**config.mk**
```make
export PLATFORM = sky130hd
export DESIGN_NAME = pte_phy_timing
export DESIGN_NICKNAME = d
export VERILOG_FILES = /design/src/rtl/pte_pkg.sv /design/src/rtl/pte_fifo.sv /design/src/rtl/pte_phy_timing.sv
export SDC_FILE = /design/constraint.sdc
export NUM_CORES = 1
export LEC_CHECK = 0
export ABC_AREA = 1
export BUFFER_PORTS_ARGS = -buffer_cell sky130_fd_sc_hd__buf_4
export CORE_ASPECT_RATIO = 0.5
export CORE_UTILIZATION = 60
export DETAILED_ROUTE_END_ITERATION = 12
export PLACE_DENSITY = 0.83
export REMOVE_ABC_BUFFERS = 1
export SYNTH_ARGS = -nofsm -noshare
export SYNTH_HDL_FRONTEND = slang
export SYNTH_SLANG_ARGS = --single-unit
```
**constraint.sdc**
```tcl
create_clock -name core_clk -period 2.95 [get_ports core_clk]
set_clock_uncertainty 0.15 [all_clocks]
set_input_delay 0.4425 -clock core_clk [delete_from_list [all_inputs] [get_ports core_clk]]
set_output_delay 0.4425 -clock core_clk [all_outputs]
set_load 0.01 [all_outputs]
```
**src/rtl/pte_pkg.sv**
```systemverilog
package pte_pkg;

    // Core clock period; every interval below is converted against it.
    localparam int PTE_CLK_NS = 25;
    // Length of one bit time at 10 Mb/s and at 100 Mb/s.
    localparam int PTE_BIT10_NS = 100;
    localparam int PTE_BIT100_NS = 10;

    // Widths of the short and long timers and the data word, and the FIFO depth.
    localparam int PTE_SHORT_W = 8;
    localparam int PTE_CNT_W = 25;
    localparam int PTE_DIBIT_W = 2;
    localparam int PTE_FIFO_DEPTH = 16;

    // Cycles per microsecond and per millisecond at the core rate.
    localparam int PTE_CYC_PER_US = 1000 / PTE_CLK_NS;
    localparam int PTE_CYC_PER_MS = 1000 * PTE_CYC_PER_US;

    // Least or typical time in ns to cycles, rounded up, never below one.
    function automatic logic [PTE_SHORT_W-1:0] pte_ceil(input int ns);
        int c;
        c = (ns + PTE_CLK_NS - 1) / PTE_CLK_NS;
        return PTE_SHORT_W'((c < 1) ? 1 : c);
    endfunction : pte_ceil

    // Longest time in ns to cycles, rounded down, never below one.
    function automatic logic [PTE_SHORT_W-1:0] pte_floor(input int ns);
        int c;
        c = ns / PTE_CLK_NS;
        return PTE_SHORT_W'((c < 1) ? 1 : c);
    endfunction : pte_floor

    // Short intervals as printed, in ns, bits or tenths of a bit.
    localparam int PTE_CRS_ON10_NS = 630;
    localparam int PTE_CRS_OFF10_NS = 1000;
    localparam int PTE_DV10_BITS = 10;
    localparam int PTE_DATA10_BITS = 8;
    localparam int PTE_HB_DELAY_NS = 1200;
    localparam int PTE_HB_WIDTH_NS = 1000;
    localparam int PTE_NLP_WIDTH_NS = 100;
    localparam int PTE_LB_DV_NS = 240;
    localparam int PTE_TX_RMII_BITS = 17;
    localparam int PTE_CRS_ON100_TBITS = 185;
    localparam int PTE_CRS_OFF100_BITS = 27;
    localparam int PTE_RX_LAT100_BITS = 38;

    // Short intervals in core cycles.
    localparam logic [7:0] PTE_CRS_ON10_CYC = pte_ceil(PTE_CRS_ON10_NS);
    localparam logic [7:0] PTE_CRS_OFF10_CYC = pte_floor(PTE_CRS_OFF10_NS);
    localparam logic [7:0] PTE_DV10_CYC = pte_ceil(PTE_DV10_BITS * PTE_BIT10_NS);
    localparam logic [7:0] PTE_DATA10_CYC = pte_ceil(PTE_DATA10_BITS * PTE_BIT10_NS);
    localparam logic [7:0] PTE_HB_DELAY_CYC = pte_ceil(PTE_HB_DELAY_NS);
    localparam logic [7:0] PTE_HB_WIDTH_CYC = pte_ceil(PTE_HB_WIDTH_NS);
    localparam logic [7:0] PTE_NLP_WIDTH_CYC = pte_ceil(PTE_NLP_WIDTH_NS);
    localparam logic [7:0] PTE_LB_DV_CYC = pte_ceil(PTE_LB_DV_NS);
    localparam int PTE_TX_LAT_CYC = int'(pte_ceil(PTE_TX_RMII_BITS * PTE_BIT100_NS));
    localparam logic [7:0] PTE_CRS_ON100_CYC =
        pte_ceil(PTE_CRS_ON100_TBITS * PTE_BIT100_NS / 10);
    localparam logic [7:0] PTE_CRS_OFF100_CYC =
        pte_ceil(PTE_CRS_OFF100_BITS * PTE_BIT100_NS);
    localparam logic [7:0] PTE_RX_LAT100_CYC = pte_ceil(PTE_RX_LAT100_BITS * PTE_BIT100_NS);

    // Long intervals as printed; their cycle counts are top parameters.
    localparam int PTE_JAB_ON_MS = 85;
    localparam int PTE_JAB_OFF_MS = 500;
    localparam int PTE_NLP_PERIOD_MS = 16;
    localparam int PTE_FLP_PERIOD_MS = 16;
    localparam int PTE_SD_ON_MS = 1;
    localparam int PTE_SD_OFF_US = 350;
    localparam int PTE_LB_DEAD_US = 550;

    // Operating mode straps seen by the timing engine.
    typedef struct packed {
        logic speed_100;
        logic rmii;
        logic half_duplex;
        logic loopback;
        logic autoneg;
    } pte_mode_t;

    // One receive word: error flag and a data dibit.
    typedef struct packed {
        logic err;
        logic [PTE_DIBIT_W-1:0] data;
    } pte_rxw_t;

    // Receive carrier sequence.
    typedef enum logic [2:0] {
        PTE_RX_IDLE,
        PTE_RX_ON,
        PTE_RX_ACT,
        PTE_RX_OFF,
        PTE_RX_TAIL
    } pte_rx_state_t;

endpackage : pte_pkg

```
**src/rtl/pte_fifo.sv**
```systemverilog
`timescale 1ns/1ps
module pte_fifo
#(
    parameter int WIDTH = 3,
    parameter int DEPTH = 16
)
(
    input wire logic core_clk,
    input wire logic rst_n,
    input wire logic in_valid,
    output logic in_ready,
    input wire logic [WIDTH-1:0] in_data,
    output logic out_valid,
    input wire logic out_ready,
    output logic [WIDTH-1:0] out_data
);
    localparam int AW = $clog2(DEPTH);

    // Storage and pointers; the extra pointer bit tells full from empty.
    logic [WIDTH-1:0] mem [DEPTH];
    logic [AW:0] wr_ptr;
    logic [AW:0] rd_ptr;
    logic push;
    logic pop;

    // Full when the pointers differ only in their wrap bit.
    assign in_ready = !((wr_ptr[AW] != rd_ptr[AW]) && (wr_ptr[AW-1:0] == rd_ptr[AW-1:0]));
    assign out_valid = (wr_ptr != rd_ptr);
    assign out_data = mem[rd_ptr[AW-1:0]];
    assign push = in_valid && in_ready;
    assign pop = out_valid && out_ready;

    // Entries are written at the write index and never cleared.
    always_ff @(posedge core_clk)
    begin
        if (push)
        begin
            mem[wr_ptr[AW-1:0]] <= in_data;
        end
    end

    // Pointers advance on accepted pushes and pops.
    always_ff @(posedge core_clk)
    begin
        if (!rst_n)
        begin
            wr_ptr <= '0;
            rd_ptr <= '0;
        end
        else
        begin
            wr_ptr <= wr_ptr + (AW+1)'(push);
            rd_ptr <= rd_ptr + (AW+1)'(pop);
        end
    end

endmodule : pte_fifo

```
**src/rtl/pte_phy_timing.sv**
```systemverilog
`timescale 1ns/1ps
module pte_phy_timing
    import pte_pkg::*;
#(
    parameter int DEPTH = PTE_FIFO_DEPTH,
    parameter int JAB_ON_CYC = PTE_JAB_ON_MS * PTE_CYC_PER_MS,
    parameter int JAB_OFF_CYC = PTE_JAB_OFF_MS * PTE_CYC_PER_MS,
    parameter int NLP_PERIOD_CYC = PTE_NLP_PERIOD_MS * PTE_CYC_PER_MS,
    parameter int FLP_PERIOD_CYC = PTE_FLP_PERIOD_MS * PTE_CYC_PER_MS,
    parameter int SD_ON_CYC = PTE_SD_ON_MS * PTE_CYC_PER_MS,
    parameter int SD_OFF_CYC = PTE_SD_OFF_US * PTE_CYC_PER_US,
    parameter int LB_DEAD_CYC = PTE_LB_DEAD_US * PTE_CYC_PER_US
)
(
    input wire logic core_clk,
    input wire logic rst_n,
    input wire pte_mode_t mode,
    input wire logic line_rx_active,
    input wire logic line_rx_sfd,
    input wire logic line_rx_end,
    input wire logic line_rx_valid,
    input wire pte_rxw_t line_rx_word,
    input wire logic line_sig_present,
    input wire logic mac_tx_en,
    input wire logic [PTE_DIBIT_W-1:0] mac_tx_data,
    output logic line_rx_ready,
    output logic mac_crs,
    output logic mac_crs_dv,
    output logic mac_rx_dv,
    output pte_rxw_t mac_rx_word,
    output logic line_tx_en,
    output logic [PTE_DIBIT_W-1:0] line_tx_data,
    output logic collision_heartbeat,
    output logic jabber,
    output logic link_pulse,
    output logic flp_burst,
    output logic signal_detect_internal,
    output logic loopback_dead
);
    localparam int SW = PTE_SHORT_W;
    localparam int CW = PTE_CNT_W;

    // Mode decodes used throughout.
    logic ten;
    logic lb100;
    assign ten = !mode.speed_100;
    assign lb100 = mode.speed_100 && mode.loopback;

    // Sampled transmit inputs and their previous enable.
    logic tx_en_q;
    logic tx_en_d;
    logic [PTE_DIBIT_W-1:0] tx_data_q;

    // Receive source after the loopback selection.
    logic src_active;
    logic src_valid;
    pte_rxw_t src_word;
    logic act_q;
    logic start_ev;
    logic end_ev;
    logic data_ev;

    // Receive sequence state, frame age and off timer.
    pte_rx_state_t state;
    pte_rx_state_t next_state;
    logic [SW-1:0] age;
    logic [SW-1:0] off_cnt;
    logic [SW-1:0] rel_cnt;
    logic rel_run;
    logic rel_on;

    // Delay choices for the current mode.
    logic [SW-1:0] on_cyc;
    logic [SW-1:0] off_cyc;
    logic [SW-1:0] rel_cyc;

    // FIFO handshake.
    logic fifo_in_ready;
    logic fifo_out_valid;
    logic fifo_pop;
    pte_rxw_t fifo_out_word;

    // Long timers and the heartbeat timer.
    logic [CW-1:0] jab_cnt;
    logic [CW-1:0] lp_cnt;
    logic [CW-1:0] sd_cnt;
    logic [CW-1:0] dead_cnt;
    logic [SW-1:0] hb_cnt;
    logic hb_run;
    logic lb_q;

    // Transmit pipeline stages.
    logic [PTE_TX_LAT_CYC-1:0] pipe_en;
    logic [PTE_DIBIT_W-1:0] pipe_data [PTE_TX_LAT_CYC];

    // sample on edge
    // The MAC changes its transmit pins on the rising edge, so they are
    // taken here on our own rising edge and used only from the flops.
    always_ff @(posedge core_clk)
    begin
        if (!rst_n)
        begin
            tx_en_q <= 1'b0;
            tx_en_d <= 1'b0;
            tx_data_q <= '0;
        end
        else
        begin
            tx_en_q <= mac_tx_en;
            tx_en_d <= tx_en_q;
            tx_data_q <= mac_tx_data;
        end
    end

    // In 100 Mb/s loopback the transmit stream stands in for the line.
    always_comb
    begin
        src_active = lb100 ? tx_en_q : line_rx_active;
        src_valid = lb100 ? tx_en_q : line_rx_valid;
        src_word.err = lb100 ? 1'b0 : line_rx_word.err;
        src_word.data = lb100 ? tx_data_q : line_rx_word.data;
    end

    // Edges of activity; at 100 Mb/s on the line the end is the end symbol.
    assign start_ev = src_active && !act_q && !loopback_dead;
    assign end_ev = (mode.speed_100 && !lb100) ? line_rx_end : (act_q && !src_active);
    // count from delimiter
    // At 10 Mb/s the data latency counts from the frame delimiter.
    assign data_ev = ten ? line_rx_sfd : start_ev;

    // Delays per mode; bit counts are converted with the bit times.
    always_comb
    begin
        if (ten)
        begin
            on_cyc = PTE_CRS_ON10_CYC;
            off_cyc = PTE_CRS_OFF10_CYC;
            rel_cyc = PTE_DATA10_CYC;
        end
        else if (lb100)
        begin
            on_cyc = PTE_LB_DV_CYC;
            off_cyc = PTE_CRS_OFF100_CYC;
            rel_cyc = PTE_LB_DV_CYC;
        end
        else
        begin
            on_cyc = PTE_CRS_ON100_CYC;
            off_cyc = PTE_CRS_OFF100_CYC;
            rel_cyc = PTE_RX_LAT100_CYC;
        end
    end

    // Next state of the carrier sequence.
    always_comb
    begin
        next_state = state;
        case (state)
            PTE_RX_IDLE:
            begin
                if (start_ev)
                begin
                    next_state = PTE_RX_ON;
                end
            end
            PTE_RX_ON:
            begin
                // A frame that ends before carrier rises goes straight to PTE_RX_OFF.
                if (end_ev)
                begin
                    next_state = PTE_RX_OFF;
                end
                else if (age >= on_cyc)
                begin
                    next_state = PTE_RX_ACT;
                end
            end
            PTE_RX_ACT:
            begin
                if (end_ev)
                begin
                    next_state = PTE_RX_OFF;
                end
            end
            PTE_RX_OFF:
            begin
                if (off_cnt >= off_cyc)
                begin
                    next_state = fifo_out_valid ? PTE_RX_TAIL : PTE_RX_IDLE;
                end
            end
            PTE_RX_TAIL:
            begin
                if (!fifo_out_valid)
                begin
                    next_state = PTE_RX_IDLE;
                end
            end
            default:
            begin
                next_state = PTE_RX_IDLE;
            end
        endcase
    end

    // State register, frame age and off timer.
    // hold during dead-time
    // The dead-time forces the sequence idle so no frame reaches the MAC.
    always_ff @(posedge core_clk)
    begin
        if (!rst_n || loopback_dead)
        begin
            state <= PTE_RX_IDLE;
            age <= '0;
            off_cnt <= '0;
            act_q <= 1'b0;
        end
        else
        begin
            state <= next_state;
            act_q <= src_active;
            // Age saturates so a long frame never wraps into a false edge.
            if (start_ev)
            begin
                age <= SW'(1);
            end
            else if (age != '1)
            begin
                age <= age + SW'(1);
            end
            off_cnt <= (state == PTE_RX_OFF) ? off_cnt + SW'(1) : SW'(1);
        end
    end

    // Release timer: the FIFO is drained once the latency has elapsed.
    always_ff @(posedge core_clk)
    begin
        if (!rst_n || loopback_dead)
        begin
            rel_cnt <= '0;
            rel_run <= 1'b0;
            rel_on <= 1'b0;
        end
        else if (data_ev && state != PTE_RX_IDLE || start_ev && !ten)
        begin
            rel_cnt <= SW'(1);
            rel_run <= 1'b1;
            rel_on <= 1'b0;
        end
        else if (rel_run && rel_cnt >= rel_cyc)
        begin
            rel_run <= 1'b0;
            rel_on <= 1'b1;
        end
        else if (rel_run)
        begin
            rel_cnt <= rel_cnt + SW'(1);
        end
        else if (state == PTE_RX_IDLE)
        begin
            rel_on <= 1'b0;
        end
    end

    // Draining stalls until release, so the FIFO genuinely fills.
    assign fifo_pop = rel_on && fifo_out_valid;

    pte_fifo
    #(
        .WIDTH($bits(pte_rxw_t)),
        .DEPTH(DEPTH)
    )
    u_fifo
    (
        .core_clk(core_clk),
        .rst_n(rst_n),
        .in_valid(src_valid && !loopback_dead),
        .in_ready(fifo_in_ready),
        .in_data(src_word),
        .out_valid(fifo_out_valid),
        .out_ready(fifo_pop),
        .out_data(fifo_out_word)
    );

    // Receive outputs toward the MAC.
    always_ff @(posedge core_clk)
    begin
        if (!rst_n)
        begin
            line_rx_ready <= 1'b0;
            mac_crs <= 1'b0;
            mac_crs_dv <= 1'b0;
            mac_rx_dv <= 1'b0;
            mac_rx_word <= '0;
        end
        else
        begin
            // Ready is registered; a word offered when full is dropped.
            line_rx_ready <= fifo_in_ready;
            mac_crs <= (next_state == PTE_RX_ACT) || (next_state == PTE_RX_OFF);
            // assert on carrier
            // Raised from carrier alone, not gated by any data release.
            // toggle at end
            // While the tail drains, the combined signal toggles each cycle.
            if (!mode.rmii)
            begin
                mac_crs_dv <= 1'b0;
            end
            else if (next_state == PTE_RX_TAIL)
            begin
                mac_crs_dv <= !mac_crs_dv;
            end
            else
            begin
                mac_crs_dv <= (next_state == PTE_RX_ACT) || (next_state == PTE_RX_OFF);
            end
            if (ten)
            begin
                mac_rx_dv <= (state != PTE_RX_IDLE) && (age >= PTE_DV10_CYC);
            end
            else
            begin
                mac_rx_dv <= fifo_pop;
            end
            mac_rx_word <= fifo_pop ? fifo_out_word : '0;
        end
    end

    // transmit line latency
    // One stage per cycle of latency; jabber gates the enable at entry.
    generate
        for (genvar i = 0; i < PTE_TX_LAT_CYC; i++)
        begin : g_tx
            always_ff @(posedge core_clk)
            begin
                if (!rst_n)
                begin
                    pipe_en[i] <= 1'b0;
                    pipe_data[i] <= '0;
                end
                else if (i == 0)
                begin
                    pipe_en[i] <= tx_en_q && !jabber;
                    pipe_data[i] <= tx_data_q;
                end
                else
                begin
                    pipe_en[i] <= pipe_en[i-1];
                    pipe_data[i] <= pipe_data[i-1];
                end
            end
        end
    endgenerate

    // Line transmit outputs are the last stage, registered once more.
    always_ff @(posedge core_clk)
    begin
        if (!rst_n)
        begin
            line_tx_en <= 1'b0;
            line_tx_data <= '0;
        end
        else
        begin
            line_tx_en <= pipe_en[PTE_TX_LAT_CYC-1];
            line_tx_data <= pipe_data[PTE_TX_LAT_CYC-1];
        end
    end

    // heartbeat after transmit
    // Started by the end of transmit at 10 Mb/s half duplex only.
    always_ff @(posedge core_clk)
    begin
        if (!rst_n)
        begin
            hb_run <= 1'b0;
            hb_cnt <= '0;
            collision_heartbeat <= 1'b0;
        end
        else
        begin
            if (tx_en_d && !tx_en_q && ten && mode.half_duplex)
            begin
                hb_run <= 1'b1;
                hb_cnt <= SW'(1);
            end
            else if (hb_run && hb_cnt >= PTE_HB_DELAY_CYC + PTE_HB_WIDTH_CYC)
            begin
                hb_run <= 1'b0;
            end
            else if (hb_run)
            begin
                hb_cnt <= hb_cnt + SW'(1);
            end
            collision_heartbeat <= hb_run && (hb_cnt >= PTE_HB_DELAY_CYC)
                && (hb_cnt < PTE_HB_DELAY_CYC + PTE_HB_WIDTH_CYC);
        end
    end

    // clock-derived long timers
    // Release is purely timed; transmit stays cut for the whole hold.
    always_ff @(posedge core_clk)
    begin
        if (!rst_n)
        begin
            jabber <= 1'b0;
            jab_cnt <= '0;
        end
        else if (!jabber)
        begin
            if (!(ten && tx_en_q))
            begin
                jab_cnt <= '0;
            end
            else if (jab_cnt >= CW'(JAB_ON_CYC - 1))
            begin
                jabber <= 1'b1;
                jab_cnt <= '0;
            end
            else
            begin
                jab_cnt <= jab_cnt + CW'(1);
            end
        end
        else if (jab_cnt >= CW'(JAB_OFF_CYC - 1))
        begin
            jabber <= 1'b0;
            jab_cnt <= '0;
        end
        else
        begin
            jab_cnt <= jab_cnt + CW'(1);
        end
    end

    // burst spacing
    // One period timer serves both; it holds at zero while transmitting.
    always_ff @(posedge core_clk)
    begin
        if (!rst_n)
        begin
            lp_cnt <= '0;
            link_pulse <= 1'b0;
            flp_burst <= 1'b0;
        end
        else if (tx_en_q || !(ten || mode.autoneg))
        begin
            lp_cnt <= '0;
            link_pulse <= 1'b0;
            flp_burst <= 1'b0;
        end
        else
        begin
            if (lp_cnt >= CW'((mode.autoneg ? FLP_PERIOD_CYC : NLP_PERIOD_CYC) - 1))
            begin
                lp_cnt <= '0;
            end
            else
            begin
                lp_cnt <= lp_cnt + CW'(1);
            end
            link_pulse <= !mode.autoneg && (lp_cnt < CW'(PTE_NLP_WIDTH_CYC));
            flp_burst <= mode.autoneg && (lp_cnt == '0);
        end
    end

    // signal detect qualify
    // The input must hold steadily for the whole interval to flip it.
    always_ff @(posedge core_clk)
    begin
        if (!rst_n)
        begin
            signal_detect_internal <= 1'b0;
            sd_cnt <= '0;
        end
        else if ((line_sig_present && mode.speed_100) == signal_detect_internal)
        begin
            sd_cnt <= '0;
        end
        else if (sd_cnt >= CW'((signal_detect_internal ? SD_OFF_CYC : SD_ON_CYC) - 1))
        begin
            signal_detect_internal <= !signal_detect_internal;
            sd_cnt <= '0;
        end
        else
        begin
            sd_cnt <= sd_cnt + CW'(1);
        end
    end

    // descrambler dead-time
    // Entering 100 Mb/s loopback starts the dead-time; leaving cancels it.
    always_ff @(posedge core_clk)
    begin
        if (!rst_n)
        begin
            lb_q <= 1'b0;
            loopback_dead <= 1'b0;
            dead_cnt <= '0;
        end
        else
        begin
            lb_q <= lb100;
            if (lb100 && !lb_q)
            begin
                loopback_dead <= 1'b1;
                dead_cnt <= '0;
            end
            else if (!lb100 || dead_cnt >= CW'(LB_DEAD_CYC - 1))
            begin
                loopback_dead <= 1'b0;
            end
            else
            begin
                dead_cnt <= dead_cnt + CW'(1);
            end
        end
    end

endmodule : pte_phy_timing

```
==> summary.txt <==
STA
  – Count of final hold-check violations: 0
  – Final Max Tran Viols: 0
  – # setup viols final: 0
  – Minimum clock period: 2.51 ns
  – Fin crit share: 0.850
  – Max Freq: roughly 400 MHz
  – Setup ws final: 0.443 ns
  – Setup total negative slack: 0 ns
  – Worst rel slew slack: 0.504
  – Worst-margin pin slew: 0.743 ns
  – RSZ-0062 raised after global routing: false

Clock tree
  – CTS Sinks: 239
  – Clk pin slew, worst setup/hold paths: 0.07 ns
  – Clock tree from TritonCTS: yes
  – TritonCTS Buffers: 21
  – CTS root buffer: clkbuf_16
  – Clock latency on the worst-skew pair: 0.51 ns
  – Clock buffer depth: 3
  – Resized Gates After CTS: 0
  – H-tree depth: 1

Flow run
  – Max-cap violation count: 0

Final layout
  – Core Util, Final: 0.684
  – P&R area growth vs syn: 10.5%
  – Share of layout cells above drive strength 1: 0.0830
  – Final Cell Area: around 0.013 mm^2
  – # fillers: 1,537
  – Ant diodes: 0
  – Final nets: 1,622

Critical path
  – Top delay family on crit path: simple AND/OR/NAND/NOR gates
  – Req. time, crit path: 2.95 ns
  – Worst EP arrival: roughly 2.5 ns
  – Worst setup SP type: register
  – CP max stage delay: 0.49 ns
  – Slowest CP cell: dfxtp_1
  – CP Class: register to register
  – CP endpoint kind: register
  – Reg-to-reg endpoint: u_fifo.mem[3][1]
  – Crit path cell chain: inv_1, nand2_1, a21oi_1, nand3b_1, nand3_1, buf_4, nor4_1
  – FF-to-FF setup slack: about 0.44 ns
  – Worst Path Buf+Inv: 2
  – CP max FO: 9
  – Worst flop-to-flop path startpoint: u_fifo.rd_ptr[1]
  – FF-to-FF path depth: 7

Floorplanning
  – Die X: roughly 200 um
  – Num rows: 35
  – Total die area: between 0.015 and 0.02 mm^2
  – Core Region: 0.0186 mm^2
  – Initial Util: 0.620
  – Die Y-Extent: around 100 um
  – Ports: 34

Synth
  – Mapped cell area: about 0.012 mm^2
  – Syn Inst Count: 1,532
  – Sequential share of the synthesized area: 0.458
  – Synth warn: 0
  – Main combinational cell family by area after synthesis: simple AND/OR/NAND/NOR gates
  – Avg Inst Size Synth: 7.51 um^2
  – Post-synth EDFFs: 48
  – Post-synth ARST share: 0
  – Yosys reg bits: 239
  – Top-count cell post-synth: nand2_1
  – Post-synth top cells: nand2_1 (322), nor2_1 (244), inv_1 (200)
  – Post-synthesis xor/xnor area fraction: 0.0343
  – Post-synthesis simple-gate area fraction: 0.309
  – Post-synth top area cell: dfxtp_1
  – Top post-synthesis cells by area: dfxtp_1 (33%), edfxtp_1 (13%), nand2_1 (11%), nor2_1 (8.0%), inv_1 (6.5%)
  – Post-synth top flop: dfxtp_1
  – Netlist cell types: 50
  – Post-synthesis mux area share: 0
  – Share of the synthesized area in the top cell type: 0.332
  – Synth Area in Adders: 0.0315
  – Synth Area in Compound Gates: 0.0819

Worst hold path
  – Hold worst-path end: mac_crs_dv
  – Tightest Hold Check Type: primary input to register
  – Worst hold start: mode[3]
  – Hold depth: 3

Global routing
  – Vias in the first global route: 9,241
  – First-pass GRT wire length: around 42,000 um
  – GRT overflow: 0
  – Tot GR Track Use: 0.257
  – Initial antenna violation count: 0
  – Largest net degree at the start of global routing: 59

Power
  – P_leak: around 5.2 nW
  – Peak supply drop: about 0.38 mV
  – Cell Pwr Density: 507 mW/mm^2

Detailed routing
  – Final WL: 25,300 um
  – Via density per instance: between 5 and 6
  – First drt pass iteration count: 8
  – Drt drc: 0
  – Wire per inst: 13.7 um
  – ANT nets after route: 0
  – DRT iter0 DRCs: 868
  – Vias: 10.1k

Place
  – DP HPWL: 18,100 um
  – GPL Wtd Cong: about 0.98
  – Worst slack at placement: around 0.52 ns
  – Port bufs: 33
  – Placement Cell Area: 0.0120 mm^2

Outcome
  – Status: complete, no violations
[state kept, by name, indices dropped and copies added, names as in the netlist, 2 cells and up]
signal / count
age: 8
dead_cnt: 25
hb_cnt: 8
jab_cnt: 25
line_tx_data: 2
lp_cnt: 25
mac_rx_word: 3
off_cnt: 8
pipe_data: 14
pipe_en: 7
rel_cnt: 8
sd_cnt: 25
state: 3
tx_data_q: 2
u_fifo.mem: 48
u_fifo.rd_ptr: 5
u_fifo.wr_ptr: 5
[stage by stage]
stage | cells | total power, mW | hold WS, ns
after floorplan | 1508 | 3.64 | 0.240
after global placement | 1808 | 3.74 | 0.242
after detailed placement | 1808 | 3.75 | 0.249
after CTS | 1849 | 6.49 | 0.00871
after global routing | 1849 | 6.65 | 0.0349
final | 1849 | 6.45 | 0.0214
[worst max path at each step]
stage,from,to,slack [ns],cells after the start
6_report,u_fifo.rd_ptr[1],u_fifo.mem[3][1],0.44,7
5_1_grt,u_fifo.rd_ptr[1],u_fifo.mem[3][1],0.26,7
4_1_cts,u_fifo.rd_ptr[1],u_fifo.mem[3][1],0.49,7
3_5_place_dp,u_fifo.rd_ptr[1],u_fifo.mem[3][1],0.52,7
3_3_place_gp,mode[4],u_fifo.mem[11][0],0.68,7
2_1_floorplan,u_fifo.rd_ptr[0],u_fifo.wr_ptr[4],0.61,10
[placed cells by master (no fill, tap or decap), types with 5 or more instances in the layout]
cell / instances
nor2_1: 244
conb_1: 13
o22ai_1: 6
edfxtp_1: 48
nor3b_1: 6
a31oi_1: 6
o211ai_1: 9
xnor2_1: 13
dfxtp_1: 191
nor3_1: 44
nand3_2: 6
nand2_2: 6
clkbuf_16: 23
nand2_1: 322
nor2_2: 12
inv_1: 200
a21oi_1: 78
nand4_1: 33
nor4_1: 9
nand3_1: 89
nand3b_1: 6
xor2_1: 32
clkinv_2: 5
ha_1: 29
inv_2: 9
o21ai_0: 59
buf_4: 41
[cells by family after synthesis]
family	count (synthesis)
fa+ha+maj	29
compound gates	172
flops	239
buf+inv	246
other cells	1
xor+xnor	45
simple gates	800
[area by class of cell]
cell class / count / area [um^2] / area share
Clock buffer: 27 / 601 / 0.0473
Clock inverter: 11 / 91.3 / 0.00719
Inverter: 210 / 790 / 0.0621
Multi-Input combinational cell: 1059 / 5300 / 0.417
Sequential cell: 239 / 5270 / 0.414
Tap cell: 259 / 324 / 0.0255
Timing Repair Buffer: 44 / 338 / 0.0266
[report_power, final]
part / internal (mW) / total [mW] / switching (mW)
sequential: 3.38 / 3.41 / 0.0335
combinational: 0.0890 / 0.280 / 0.191
clock: 1.54 / 2.76 / 1.21
[metal layers]
metal,up-vias,GRT usage,share of wire
met2,370,0.449,0.47
met3,42,0.0353,0.066
li1,5025,-,-
met4,0,0.0572,0.017
met5,-,0,0
met1,4627,0.342,0.44
[what timing repair did]
action	in CTS	in global routing
buffers inserted	0	0
endpoints found under the hold margin	3	0
hold buffers	3	0
[worst reg2reg max path: stages, from the launching register on]
cell and delay, ns:
dfxtp_1 0.49, inv_1 0.18, nand2_1 0.10, a21oi_1 0.08, nand3b_1 0.12, nand3_1 0.26, buf_4 0.27, nor4_1 0.49
Note: power is estimated with default switching activity, not from simulation.
